**src/asmc_pkg.sv**
```systemverilog
package asmc_pkg;
	localparam int unsigned CLK_PERIOD_NS = 20;

	// Read timing
	localparam int unsigned READ_CYCLE_MIN_NS            = 70;
	localparam int unsigned ADDRESS_ACCESS_MAX_NS        = 70;
	localparam int unsigned OUTPUT_HOLD_AFTER_ADDRESS_NS = 10;
	localparam int unsigned SELECT_ACCESS_MAX_NS         = 70;
	localparam int unsigned OUTPUT_ENABLE_ACCESS_MAX_NS  = 35;
	localparam int unsigned OE_HIGH_TO_HIGHZ_MAX_NS      = 25;
	localparam int unsigned DESELECT_TO_STANDBY_MAX_NS   = 70;

	// Write timing
	localparam int unsigned WRITE_CYCLE_MIN_NS             = 70;
	localparam int unsigned SELECT_TO_WRITE_END_MIN_NS     = 60;
	localparam int unsigned ADDRESS_SETUP_TO_WRITE_END_NS  = 60;
	localparam int unsigned ADDRESS_HOLD_AFTER_WRITE_NS    = 0;
	localparam int unsigned ADDRESS_SETUP_TO_WRITE_START_NS = 0;
	localparam int unsigned WRITE_PULSE_WIDTH_MIN_NS       = 55;
	localparam int unsigned DATA_SETUP_TO_WRITE_END_NS     = 30;
	localparam int unsigned DATA_HOLD_AFTER_WRITE_NS       = 0;
	localparam int unsigned DESELECT_TO_RETENTION_NS       = 0;

	function automatic int unsigned ceil_cyc(input int unsigned ns);
		return (ns + CLK_PERIOD_NS - 1) / CLK_PERIOD_NS;
	endfunction : ceil_cyc

	function automatic int unsigned max2(input int unsigned a, input int unsigned b);
		return (a > b) ? a : b;
	endfunction : max2

	// Read: strobe window long enough for every access path; sampled at its own closing edge
	localparam int unsigned RD_ACCESS_CYC = max2(ceil_cyc(ADDRESS_ACCESS_MAX_NS),
		max2(ceil_cyc(SELECT_ACCESS_MAX_NS), ceil_cyc(OUTPUT_ENABLE_ACCESS_MAX_NS)));
	localparam int unsigned RD_CYCLE_CYC  = max2(ceil_cyc(READ_CYCLE_MIN_NS), RD_ACCESS_CYC);
	localparam int unsigned TURN_CYC      = max2(ceil_cyc(OE_HIGH_TO_HIGHZ_MAX_NS), 1);
	// Write: low pulse covers pulse width, select-to-end, address and data setup
	localparam int unsigned WR_PULSE_CYC  = max2(max2(ceil_cyc(WRITE_PULSE_WIDTH_MIN_NS),
		ceil_cyc(SELECT_TO_WRITE_END_MIN_NS)), max2(ceil_cyc(ADDRESS_SETUP_TO_WRITE_END_NS),
		ceil_cyc(DATA_SETUP_TO_WRITE_END_NS)));
	localparam int unsigned WR_CYCLE_CYC  = max2(ceil_cyc(WRITE_CYCLE_MIN_NS), WR_PULSE_CYC + 1);
	localparam int unsigned STANDBY_CYC   = max2(ceil_cyc(DESELECT_TO_STANDBY_MAX_NS), 1);
	localparam int unsigned CNT_W         = 4;

	localparam int unsigned ADDR_W = 19;
	localparam int unsigned DATA_W = 8;

	typedef struct packed {
		logic              write;
		logic [ADDR_W-1:0] addr;
		logic [DATA_W-1:0] wdata;
	} asmc_req_type;

	typedef struct packed {
		logic cs_n;
		logic oe_n;
		logic we_n;
	} asmc_ctl_type;

	typedef enum logic [2:0] {
		ASMC_IDLE  = 3'b000,
		ASMC_RD    = 3'b001,
		ASMC_RTURN = 3'b011,
		ASMC_WR    = 3'b010,
		ASMC_WREC  = 3'b110
	} asmc_state_type;
endpackage : asmc_pkg

```
**src/asmc_host.sv**
```systemverilog
module asmc_host #(
	parameter int unsigned ADDR_W = asmc_pkg::ADDR_W,
	parameter int unsigned DATA_W = asmc_pkg::DATA_W
) (
	input  wire logic                 MCLK,
	input  wire logic                 RSTN,
	input  wire logic                 REQ_VALID,
	output logic                      REQ_READY,
	input  wire asmc_pkg::asmc_req_type REQ,
	output logic                      RD_VALID,
	output logic [DATA_W-1:0]         RD_DATA,
	output logic [ADDR_W-1:0]         MEM_ADDR,
	output logic                      MEM_CS_N,
	output logic                      MEM_OE_N,
	output logic                      MEM_WE_N,
	input  wire logic [DATA_W-1:0]    MEM_DQ_I,
	output logic [DATA_W-1:0]         MEM_DQ_O,
	output logic                      MEM_DQ_OE
);
	localparam logic [asmc_pkg::CNT_W-1:0] RD_LAST = asmc_pkg::CNT_W'(asmc_pkg::RD_CYCLE_CYC - 1);
	localparam logic [asmc_pkg::CNT_W-1:0] RT_LAST = asmc_pkg::CNT_W'(asmc_pkg::TURN_CYC - 1);
	localparam logic [asmc_pkg::CNT_W-1:0] WP_LAST = asmc_pkg::CNT_W'(asmc_pkg::WR_PULSE_CYC - 1);
	localparam logic [asmc_pkg::CNT_W-1:0] WR_LAST =
		asmc_pkg::CNT_W'(asmc_pkg::WR_CYCLE_CYC - asmc_pkg::WR_PULSE_CYC - 1);
	// Shortest write-enable low time that still covers the address setup
	localparam logic [asmc_pkg::CNT_W-1:0] WP_MIN =
		asmc_pkg::CNT_W'(asmc_pkg::ceil_cyc(asmc_pkg::ADDRESS_SETUP_TO_WRITE_END_NS));

	// The request struct fixes the widths; the phase counter must reach every phase
	if (ADDR_W != asmc_pkg::ADDR_W || DATA_W != asmc_pkg::DATA_W) begin : g_width_chk
		$error("asmc_host: widths must match the request struct");
	end
	if (asmc_pkg::RD_CYCLE_CYC >= 16 || asmc_pkg::WR_CYCLE_CYC >= 16) begin : g_cnt_chk
		$error("asmc_host: counter too narrow");
	end

	// True on the closing cycle of the named phase
	function automatic logic phase_done(
		input asmc_pkg::asmc_state_type st,
		input asmc_pkg::asmc_state_type want,
		input logic                     at_last
	);
		return at_last && (st == want);
	endfunction : phase_done

	asmc_pkg::asmc_state_type     state_q;
	logic [asmc_pkg::CNT_W-1:0]   cnt_q;
	asmc_pkg::asmc_ctl_type       ctl_q;
	logic [ADDR_W-1:0]            addr_q;
	logic [DATA_W-1:0]            wdata_q;
	logic                         dq_oe_q;
	logic [DATA_W-1:0]            rdata_q;
	logic                         rvalid_q;
	logic                         last;
	logic                         take;
	logic                         rd_done;
	logic                         wr_done;
	logic [asmc_pkg::CNT_W-1:0]   wr_low_q;

	assign REQ_READY = (state_q == asmc_pkg::ASMC_IDLE);
	assign last      = (state_q == asmc_pkg::ASMC_RD)    ? (cnt_q == RD_LAST) :
	                   (state_q == asmc_pkg::ASMC_RTURN) ? (cnt_q == RT_LAST) :
	                   (state_q == asmc_pkg::ASMC_WR)    ? (cnt_q == WP_LAST) :
	                   (state_q == asmc_pkg::ASMC_WREC)  ? (cnt_q == WR_LAST) : 1'b0;
	assign take      = REQ_VALID && REQ_READY;
	assign rd_done   = phase_done(state_q, asmc_pkg::ASMC_RD, last);
	assign wr_done   = phase_done(state_q, asmc_pkg::ASMC_WR, last);

	always_ff @(posedge MCLK or negedge RSTN) begin
		if (!RSTN) begin
			state_q <= asmc_pkg::ASMC_IDLE;
		end else begin
			unique case (state_q)
				asmc_pkg::ASMC_IDLE: begin
					if (REQ_VALID)
						state_q <= REQ.write ? asmc_pkg::ASMC_WR : asmc_pkg::ASMC_RD;
				end
				asmc_pkg::ASMC_RD:    if (last) state_q <= asmc_pkg::ASMC_RTURN;
				asmc_pkg::ASMC_RTURN: if (last) state_q <= asmc_pkg::ASMC_IDLE;
				asmc_pkg::ASMC_WR:    if (last) state_q <= asmc_pkg::ASMC_WREC;
				asmc_pkg::ASMC_WREC:  if (last) state_q <= asmc_pkg::ASMC_IDLE;
				default:              state_q <= asmc_pkg::ASMC_IDLE;
			endcase
		end
	end

	always_ff @(posedge MCLK or negedge RSTN) begin
		if (!RSTN) begin
			cnt_q <= '0;
		end else if (state_q == asmc_pkg::ASMC_IDLE || last) begin
			cnt_q <= '0;
		end else begin
			cnt_q <= cnt_q + 1'b1;
		end
	end

	// Address and data latched with select, so both change at the same edge that opens the strobes
	always_ff @(posedge MCLK or negedge RSTN) begin
		if (!RSTN) begin
			addr_q  <= '0;
			wdata_q <= '0;
		end else if (take) begin
			addr_q  <= REQ.addr;
			wdata_q <= REQ.wdata;
		end
	end

	// All strobes rise together at the end; select low only during an access
	always_ff @(posedge MCLK or negedge RSTN) begin
		if (!RSTN) begin
			ctl_q <= '{cs_n: 1'b1, oe_n: 1'b1, we_n: 1'b1};
		end else if (take) begin
			ctl_q <= '{cs_n: 1'b0, oe_n: REQ.write, we_n: !REQ.write};
		end else if (rd_done || wr_done) begin
			ctl_q <= '{cs_n: 1'b1, oe_n: 1'b1, we_n: 1'b1};
		end
	end

	// Drive only during a write; released at the same edge that ends it
	always_ff @(posedge MCLK or negedge RSTN) begin
		if (!RSTN) begin
			dq_oe_q <= 1'b0;
		end else if (take) begin
			dq_oe_q <= REQ.write;
		end else if (wr_done) begin
			dq_oe_q <= 1'b0;
		end
	end

	// Sample at the closing edge of the read, after every access time has passed
	always_ff @(posedge MCLK or negedge RSTN) begin
		if (!RSTN) begin
			rdata_q  <= '0;
			rvalid_q <= 1'b0;
		end else begin
			rvalid_q <= rd_done;
			if (rd_done)
				rdata_q <= MEM_DQ_I;
		end
	end

	// Low time of write enable, kept only so the closing edge can be checked
	always_ff @(posedge MCLK or negedge RSTN) begin
		if (!RSTN) begin
			wr_low_q <= '0;
		end else if (MEM_WE_N) begin
			wr_low_q <= '0;
		end else if (wr_low_q != '1) begin
			wr_low_q <= wr_low_q + 1'b1;
		end
	end

	assign MEM_ADDR  = addr_q;
	assign MEM_CS_N  = ctl_q.cs_n;
	assign MEM_OE_N  = ctl_q.oe_n;
	assign MEM_WE_N  = ctl_q.we_n;
	assign MEM_DQ_O  = wdata_q;
	assign MEM_DQ_OE = dq_oe_q;
	assign RD_DATA   = rdata_q;
	assign RD_VALID  = rvalid_q;

	no_we_read_a: assert property (@(posedge MCLK) disable iff (!RSTN)
		!MEM_OE_N |-> MEM_WE_N) else $error("write enable low during read");
	no_contend_a: assert property (@(posedge MCLK) disable iff (!RSTN)
		MEM_DQ_OE |-> MEM_OE_N && $past(MEM_OE_N)) else $error("bus contention");
	we_needs_cs_a: assert property (@(posedge MCLK) disable iff (!RSTN)
		!MEM_WE_N |-> !MEM_CS_N && MEM_DQ_OE) else $error("write without select or data");
	wr_pulse_len_a: assert property (@(posedge MCLK) disable iff (!RSTN)
		$fell(MEM_WE_N) |-> !MEM_WE_N [*3] ##1 MEM_WE_N) else $error("write pulse length");
	addr_stable_a: assert property (@(posedge MCLK) disable iff (!RSTN)
		!MEM_CS_N && !$fell(MEM_CS_N) |-> $stable(MEM_ADDR)) else $error("address moved");
	wr_end_data_a: assert property (@(posedge MCLK) disable iff (!RSTN)
		$rose(MEM_WE_N) |-> MEM_CS_N && !MEM_DQ_OE) else $error("write end mismatch");
	rd_len_a: assert property (@(posedge MCLK) disable iff (!RSTN)
		$fell(MEM_OE_N) |-> !MEM_OE_N [*4] ##1 MEM_OE_N ##0 RD_VALID) else $error("read length");
	idle_desel_a: assert property (@(posedge MCLK) disable iff (!RSTN)
		REQ_READY |-> MEM_CS_N) else $error("selected while idle");
	wr_addr_setup_a: assert property (@(posedge MCLK) disable iff (!RSTN)
		$rose(MEM_WE_N) |-> wr_low_q >= WP_MIN) else $error("write address setup short");
	wr_data_setup_a: assert property (@(posedge MCLK) disable iff (!RSTN)
		$rose(MEM_WE_N) |-> $past(MEM_DQ_OE, 2)) else $error("write data setup short");
	wr_data_rel_a: assert property (@(posedge MCLK) disable iff (!RSTN)
		$rose(MEM_WE_N) |-> $fell(MEM_DQ_OE)) else $error("write data not released");
	wr_addr_hold_a: assert property (@(posedge MCLK) disable iff (!RSTN)
		$rose(MEM_WE_N) |-> $stable(MEM_ADDR)) else $error("address moved at write end");
	wr_data_hold_a: assert property (@(posedge MCLK) disable iff (!RSTN)
		MEM_DQ_OE && !$rose(MEM_DQ_OE) |-> $stable(MEM_DQ_O)) else $error("write data moved");
	wr_start_a: assert property (@(posedge MCLK) disable iff (!RSTN)
		$fell(MEM_WE_N) |-> $fell(MEM_CS_N)) else $error("write opened apart from select");
	wr_recover_a: assert property (@(posedge MCLK) disable iff (!RSTN)
		$rose(MEM_WE_N) |-> MEM_CS_N ##1 MEM_CS_N) else $error("write cycle too short");
	rd_open_a: assert property (@(posedge MCLK) disable iff (!RSTN)
		$fell(MEM_OE_N) |-> $fell(MEM_CS_N)) else $error("read opened apart from select");
	rd_standby_a: assert property (@(posedge MCLK) disable iff (!RSTN)
		RD_VALID |-> MEM_CS_N) else $error("select held after read");
	rd_addr_hold_a: assert property (@(posedge MCLK) disable iff (!RSTN)
		RD_VALID |-> $stable(MEM_ADDR)) else $error("address moved before sample");
	rd_only_a: assert property (@(posedge MCLK) disable iff (!RSTN)
		!MEM_OE_N |-> !MEM_CS_N && MEM_WE_N && !MEM_DQ_OE) else $error("read mode broken");
	rd_turn_a: assert property (@(posedge MCLK) disable iff (!RSTN)
		$rose(MEM_OE_N) |-> !MEM_DQ_OE [*2]) else $error("turnaround too short");
endmodule : asmc_host

```
**config.mk**
```make
export PLATFORM = sky130hd
export DESIGN_NAME = asmc_host
export DESIGN_NICKNAME = d
export VERILOG_FILES = /design/src/asmc_pkg.sv /design/src/asmc_host.sv
export SDC_FILE = /design/constraint.sdc
export NUM_CORES = 1
export LEC_CHECK = 0
export BUFFER_PORTS_ARGS = -buffer_cell sky130_fd_sc_hd__buf_2
export CORE_ASPECT_RATIO = 1.75
export CORE_UTILIZATION = 35
export DETAILED_ROUTE_END_ITERATION = 8
export MAX_ROUTING_LAYER = met4
export SYNTH_ARGS = -nofsm -noshare
export SYNTH_HDL_FRONTEND = slang
export SYNTH_SLANG_ARGS = --single-unit
export TNS_END_PERCENT = 10
```
**constraint.sdc**
```tcl
create_clock -name MCLK -period 2.61 [get_ports MCLK]
set_input_delay 0.3915 -clock MCLK [delete_from_list [all_inputs] [get_ports MCLK]]
set_output_delay 0.3915 -clock MCLK [all_outputs]
set_load 0.01 [all_outputs]
```
==> impl_metrics.ini, run 1 <==
[cts]
cts-hold-fix-buffers = 0
cts-root-buf = clkbuf_8
cts_buffers = 5
clkLatencyLatePin_ns = 0.30
htreeDepth = 2
cts_tree = done
cts_resized = 0
cts.clk_slew.worst_paths_ns = 0.08
post_cts_buffers = 0
cts_buffer_depth = 2
clock-sinks = 47

[floorplan]
dieArea_mm2 = 0.00620
die_w_um = 60.0
start_util = 0.366
num_rows = 36
ioPinCount = 80
core_area_mm2 = 0.00563
fp.dieH_um = 103

[global_routing]
grt_max_degree = 32
grtUsageTotal = 0.158
grt_pass1_wl_um = 7090
antenna_found_initial = 0
grt_pass1_vias = 1602
globalRouteOverflowTotal = 0

[sta]
slew_headroom = 0.605
finalHoldViolations = 0
clock_skew_ns = 0.00610
hold_ws_ns = 0.00577
fin_crit_sh = 0.777
max_freq_mhz = 493
finalCriticalPeriod_ns = 2.03
worstMarginPinSlew_ns = 0.587
setup_viol = 0
drv_slew = 0
rsz0062_at_grt = no
fin_setup_tns_ns = 0
setup_slack_ns = 0.582

[min_path]
hold_path.class = in -> async

[synthesis]
synth.ff_latch_count = 47
synth_cells = 202
synth_area_per_cell_um2 = 10.2
synth_warnings = 0
netlist_area_mm2 = 0.00206
ys_types = 38
synth_edf_count = 0
synthTopCellsByArea = dfrtp_1 (53%), nand2_1 (15%), dfstp_2 (3.8%)
synth-main-ff-cell = dfrtp_1
ys_async_sr_fraction = 1.00
yosysSeqAreaShare = 0.573
yosys.area.top_type = dfrtp_1
synth_nets = 245
synth_top_area_share = 0.535

[setup_path]
worstReg2RegEnd = MEM_DQ_OE
worstSetupEndpointType = primary output
critical_path_arrival_ns = 1.64
rr_worst_depth = 2
cp_cell_sequence = nor3_1, buf_2
crit_type = reg -> out
critical_path.max_fanout = 13
r2r-start = state_q[0]
startpoint_type = flip-flop
critPathLaunch = state_q[0]
crit_required_ns = 2.22
cpMaxStageDelayCell = nor3_1
worst-r2r-setup-slack_ns = 0.90
cpPeakStageDelay_ns = 0.57

[place]
numPortBuffers = 79
dp_hpwl_um = 3320
globalplace.congestion = 0.756
post-place-ws_ns = 0.893
dpl_cell_area_mm2 = 0.00251
dp_cells = 350

[drt]
final_antenna_net_count = 0
finalWirelength_um = 4410
drtPass1Iterations = 2
wl_per_cell_um = 12.3
first_iter_violations = 36
viasPerCell = 4.61
num_vias = 1649
drc = 0

[power]
switching_share = 0.350
clkPwrFrac = 0.203
power_switching_uw = 946
irDropWorstVdd_mv = 0.310
p_leak_uw = 0.00141
internal-power_uw = 1760
comb_power_share = 0.346
p_seq_frac = 0.451
powerDensity_mw_per_mm2 = 1030

[layout]
nets = 324
fin_cells = 358
fin_area_mm2 = 0.00262
syn2layout_area_growth_pct = 27.5
most-common-layout-cells = nand2_1 (82), buf_2 (79), dfrtp_1 (44)
drive_gt1_frac = 0.390
diodes = 0
final_common_cell = nand2_1

[run_status]
outcome = finished, final reports clean

[flow_run]
cap_violations = 0
[cells by family (layout without fill, tap and decap cells)]
kind of cell,after synthesis,count (layout),share of synthesized area
flip-flops,47,47,0.573
multiplexers,9,9,0.0492
adder cells (fa/ha/maj),4,4,0.0243
AO/OA/AOI/OAI,16,16,0.0632
buffers and inverters,18,98,0.0480
AND/OR/NAND/NOR,106,106,0.233
XOR/XNOR,2,2,0.00851
[flip-flops by register name, summed over array words and instances, names as in the netlist]
signal and flops:
MEM_ADDR 19, MEM_DQ_OE 1, MEM_WE_N 1, cnt_q 4
RD_VALID 1, MEM_CS_N 1, MEM_DQ_O 8, state_q 3
MEM_OE_N 1, RD_DATA 8
[cells in the mapped netlist, types with 3 or more instances]
master and number:
dfstp_2 3, a31oi_1 3, buf_2 4, mux2_2 7
buf_6 3, ha_1 4, nand2_1 82, nor2_1 6
nor3_1 3, inv_1 7, dfrtp_1 44, a311oi_1 3
clkbuf_1 3
[stage by stage]
| stage | power (uW) | util |
|---|---|---|
| 4_1_cts | 2740 | 0.466 |
| 3_3_place_gp | 2160 | 0.445 |
| 6_report | 2700 | 0.466 |
| 5_1_grt | 2940 | 0.466 |
| 2_1_floorplan | 1810 | - |
| 3_5_place_dp | 2190 | 0.445 |
[routing by layer]
metal / routed length (um) / track usage / part of all wire
met1: 1700 / 0.155 / 0.39
met2: 2490 / 0.294 / 0.56
met3: 132 / 0.0236 / 0.030
met4: 87 / 0.0698 / 0.020
met5: 0 / - / 0
[power groups by stage]
stage	Clock [uW]	Combinational [uW]	Sequential, uW
finish	549	936	1220
global route	593	1090	1260
CTS	570	953	1220
detailed placement	0	948	1240
global placement	0	933	1230
floorplan	0	514	1290
[worst max path at each step]
| stage | end | slack [ns] | depth (start not counted) |
|---|---|---|---|
| 2_1_floorplan | cnt_q[2] | 1.09 | 4 |
| 6_report | REQ_READY | 0.58 | 2 |
| 3_5_place_dp | REQ_READY | 0.89 | 2 |
| 3_3_place_gp | MEM_DQ_OE | 0.92 | 2 |
| 5_1_grt | REQ_READY | 0.43 | 2 |
| 4_1_cts | REQ_READY | 0.55 | 2 |
[worst max-delay path: cells and delay by family (launching register included)]
family / cells / cell delay, ns
flip-flops: 1 / 0.54
AND/OR/NAND/NOR: 1 / 0.57
buffers and inverters: 1 / 0.24
[layout make-up]
class	count	area, um^2
inverters	7	26.3
clock inverters	2	35.0
multi-input cells	137	779
well taps	76	95.1
fillers	574	3010
flip-flops and latches	47	1180
repair buffers	83	425
clock buffers	6	82.6
Note: power is estimated with default switching activity, not from simulation.
==> run 2, diff against run 1 <==
==> constraint.sdc (replaced) <==
create_clock -name MCLK -period 2.1 [get_ports MCLK]
set_input_delay 0.315 -clock MCLK [delete_from_list [all_inputs] [get_ports MCLK]]
set_output_delay 0.315 -clock MCLK [all_outputs]
set_load 0.01 [all_outputs]
==> run 2 against run 1 <==
- first-iteration DRC count grew 81%
- clock-buffer cell count rose by 1
- power grew 21%
- sequential cell count unchanged
- final cell count rose by 1.7%
- die area is the same
==> impl_metrics.ini, run 2 (same netlist as run 1, synthesis figures left out) <==
[place]
dpl_cell_area_mm2 = 0.00254
globalplace.congestion = 0.794
numPortBuffers = 79
dp_hpwl_um = 3570
post-place-ws_ns = 0.457

[run_status]
outcome = finished, final reports clean

[floorplan]
fp.dieH_um = 103
start_util = 0.366
num_rows = 36
die_w_um = 60.0
dieArea_mm2 = 0.00620
core_area_mm2 = 0.00563
ioPinCount = 80

[setup_path]
critPathLaunch = state_q[0]
r2r-start = cnt_q[0]
cpMaxStageDelayCell = dfrtp_1
cp_common_cell = buf_4
critical_path.max_fanout = 11
startpoint_type = flip-flop
worstSetupEndpointType = primary output
crit_required_ns = 1.78
critical_path_arrival_ns = 1.46
rr_worst_depth = 4
cp_cell_sequence = buf_4, nor3_1, buf_4, buf_2
crit_type = reg -> out
cpPeakStageDelay_ns = 0.40

[cts]
cts.clk_slew.worst_paths_ns = 0.08
clock-sinks = 47
cts_buffer_depth = 2
cts_tree = done
clkLatencyLatePin_ns = 0.30
post_cts_buffers = 0
cts_buffers = 5
htreeDepth = 2
cts-root-buf = clkbuf_8

[drt]
wl_per_cell_um = 12.7
final_antenna_net_count = 0
num_vias = 1705
drc = 0
drtPass1Iterations = 4
viasPerCell = 4.68
finalWirelength_um = 4620
first_iter_violations = 65

[layout]
drive_gt1_frac = 0.396
final_core_util = 0.470
diodes = 0
final_common_cell = nand2_1
fin_area_mm2 = 0.00265
seqCellArea_mm2 = 0.00118
fillCellCount = 562
nets = 330
syn2layout_area_growth_pct = 28.5
largest_register_ffs = 19
multiInputGateArea_um2 = 779
most-common-layout-cells = nand2_1 (82), buf_2 (79), dfrtp_1 (44)

[power]
clkPwrFrac = 0.171
p_seq_frac = 0.455
p_leak_uw = 0.00143
powerDensity_mw_per_mm2 = 1240
comb_power_share = 0.375
irDropWorstVdd_mv = 0.430
internal-power_uw = 2090
power_switching_uw = 1180
switching_share = 0.361

[global_routing]
grt_max_degree = 30
antenna_found_initial = 0
globalRouteOverflowTotal = 0
grt_pass1_vias = 1625
grtUsageTotal = 0.165
grt_pass1_wl_um = 7330

[sta]
setup_viol = 0
max_freq_mhz = 563
rsz0062_at_grt = no
setup_slack_ns = 0.323
finalHoldViolations = 0
finalCriticalPeriod_ns = 1.78
drv_slew = 0
slew_headroom = 0.675
fin_setup_tns_ns = 0
worstMarginPinSlew_ns = 0.487
fin_crit_sh = 0.846
clock_skew_ns = 0.00808

[min_path]
hp-start = REQ[17]
hold_path_depth = 3
hold_path.class = in -> reg

[flow_run]
cap_violations = 0
[run 2: changes by cell type in the layout (fill, tap and decap cells not counted), sizes merged]
cell | before | now
clkbuf | 6 | 7
bufinv | 1 | 0
dlygate4sd3 | 0 | 1
buf | 83 | 88
[run 2: power groups by stage]
stage          registers [uW]  clock network [uW]  logic, uW
6_report                 1490                 559       1230
5_1_grt                  1530                 621       1400
4_1_cts                  1490                 580       1250
3_5_place_dp             1510                   0       1240
3_3_place_gp             1500                   0       1220
2_1_floorplan            1600                   0        639
[run 2: worst max-delay path: cells and delay by family (launching register included)]
kind	cells	cell delay, ns
buffers and inverters	3	0.51
DFF	1	0.40
and+or+nand+nor	1	0.27
[run 2: area by class of cell]
| class | count | area share |
|---|---|---|
| Clock buffer | 7 | 0.0326 |
| Clock inverter | 1 | 0.00189 |
| Inverter | 7 | 0.00993 |
| Multi-Input combinational cell | 137 | 0.295 |
| Sequential cell | 47 | 0.446 |
| Tap cell | 76 | 0.0360 |
| Timing Repair Buffer | 89 | 0.179 |
[run 2: what timing repair did]
action | in CTS | in global routing
resized for setup | 0 | 0
setup endpoints to repair | 0 | 0
hold endpoints to repair | 19 | 0
hold buffers | 1 | 0
[run 2: per-stage QoR]
stage	std cells	hold WS, ns	power (uW)
floorplan	202	0.0194	2240
global placement	355	0.305	2720
detailed placement	355	0.313	2760
CTS	364	0.193	3330
global route	364	0.189	3560
finish	364	0.198	3270
[run 2: final timing paths]
kind	end	slack (ns)
max in group asynchronous	MEM_WE_N	0.96
min in group asynchronous	MEM_DQ_O[6]	0.51
worst max register to register	cnt_q[2]	0.44
worst max-delay path	REQ_READY	0.32
worst min register to register	MEM_ADDR[1]	0.47
worst min-delay path	MEM_ADDR[9]	0.20
[run 2: per-layer routing]
metal  track usage  part of all wire  vias up
li1              -                 -      826
met3        0.0261             0.033       12
met4        0.0894             0.028        0
met1         0.168              0.38      822
met5             -                 0        -
met2         0.293              0.56       45
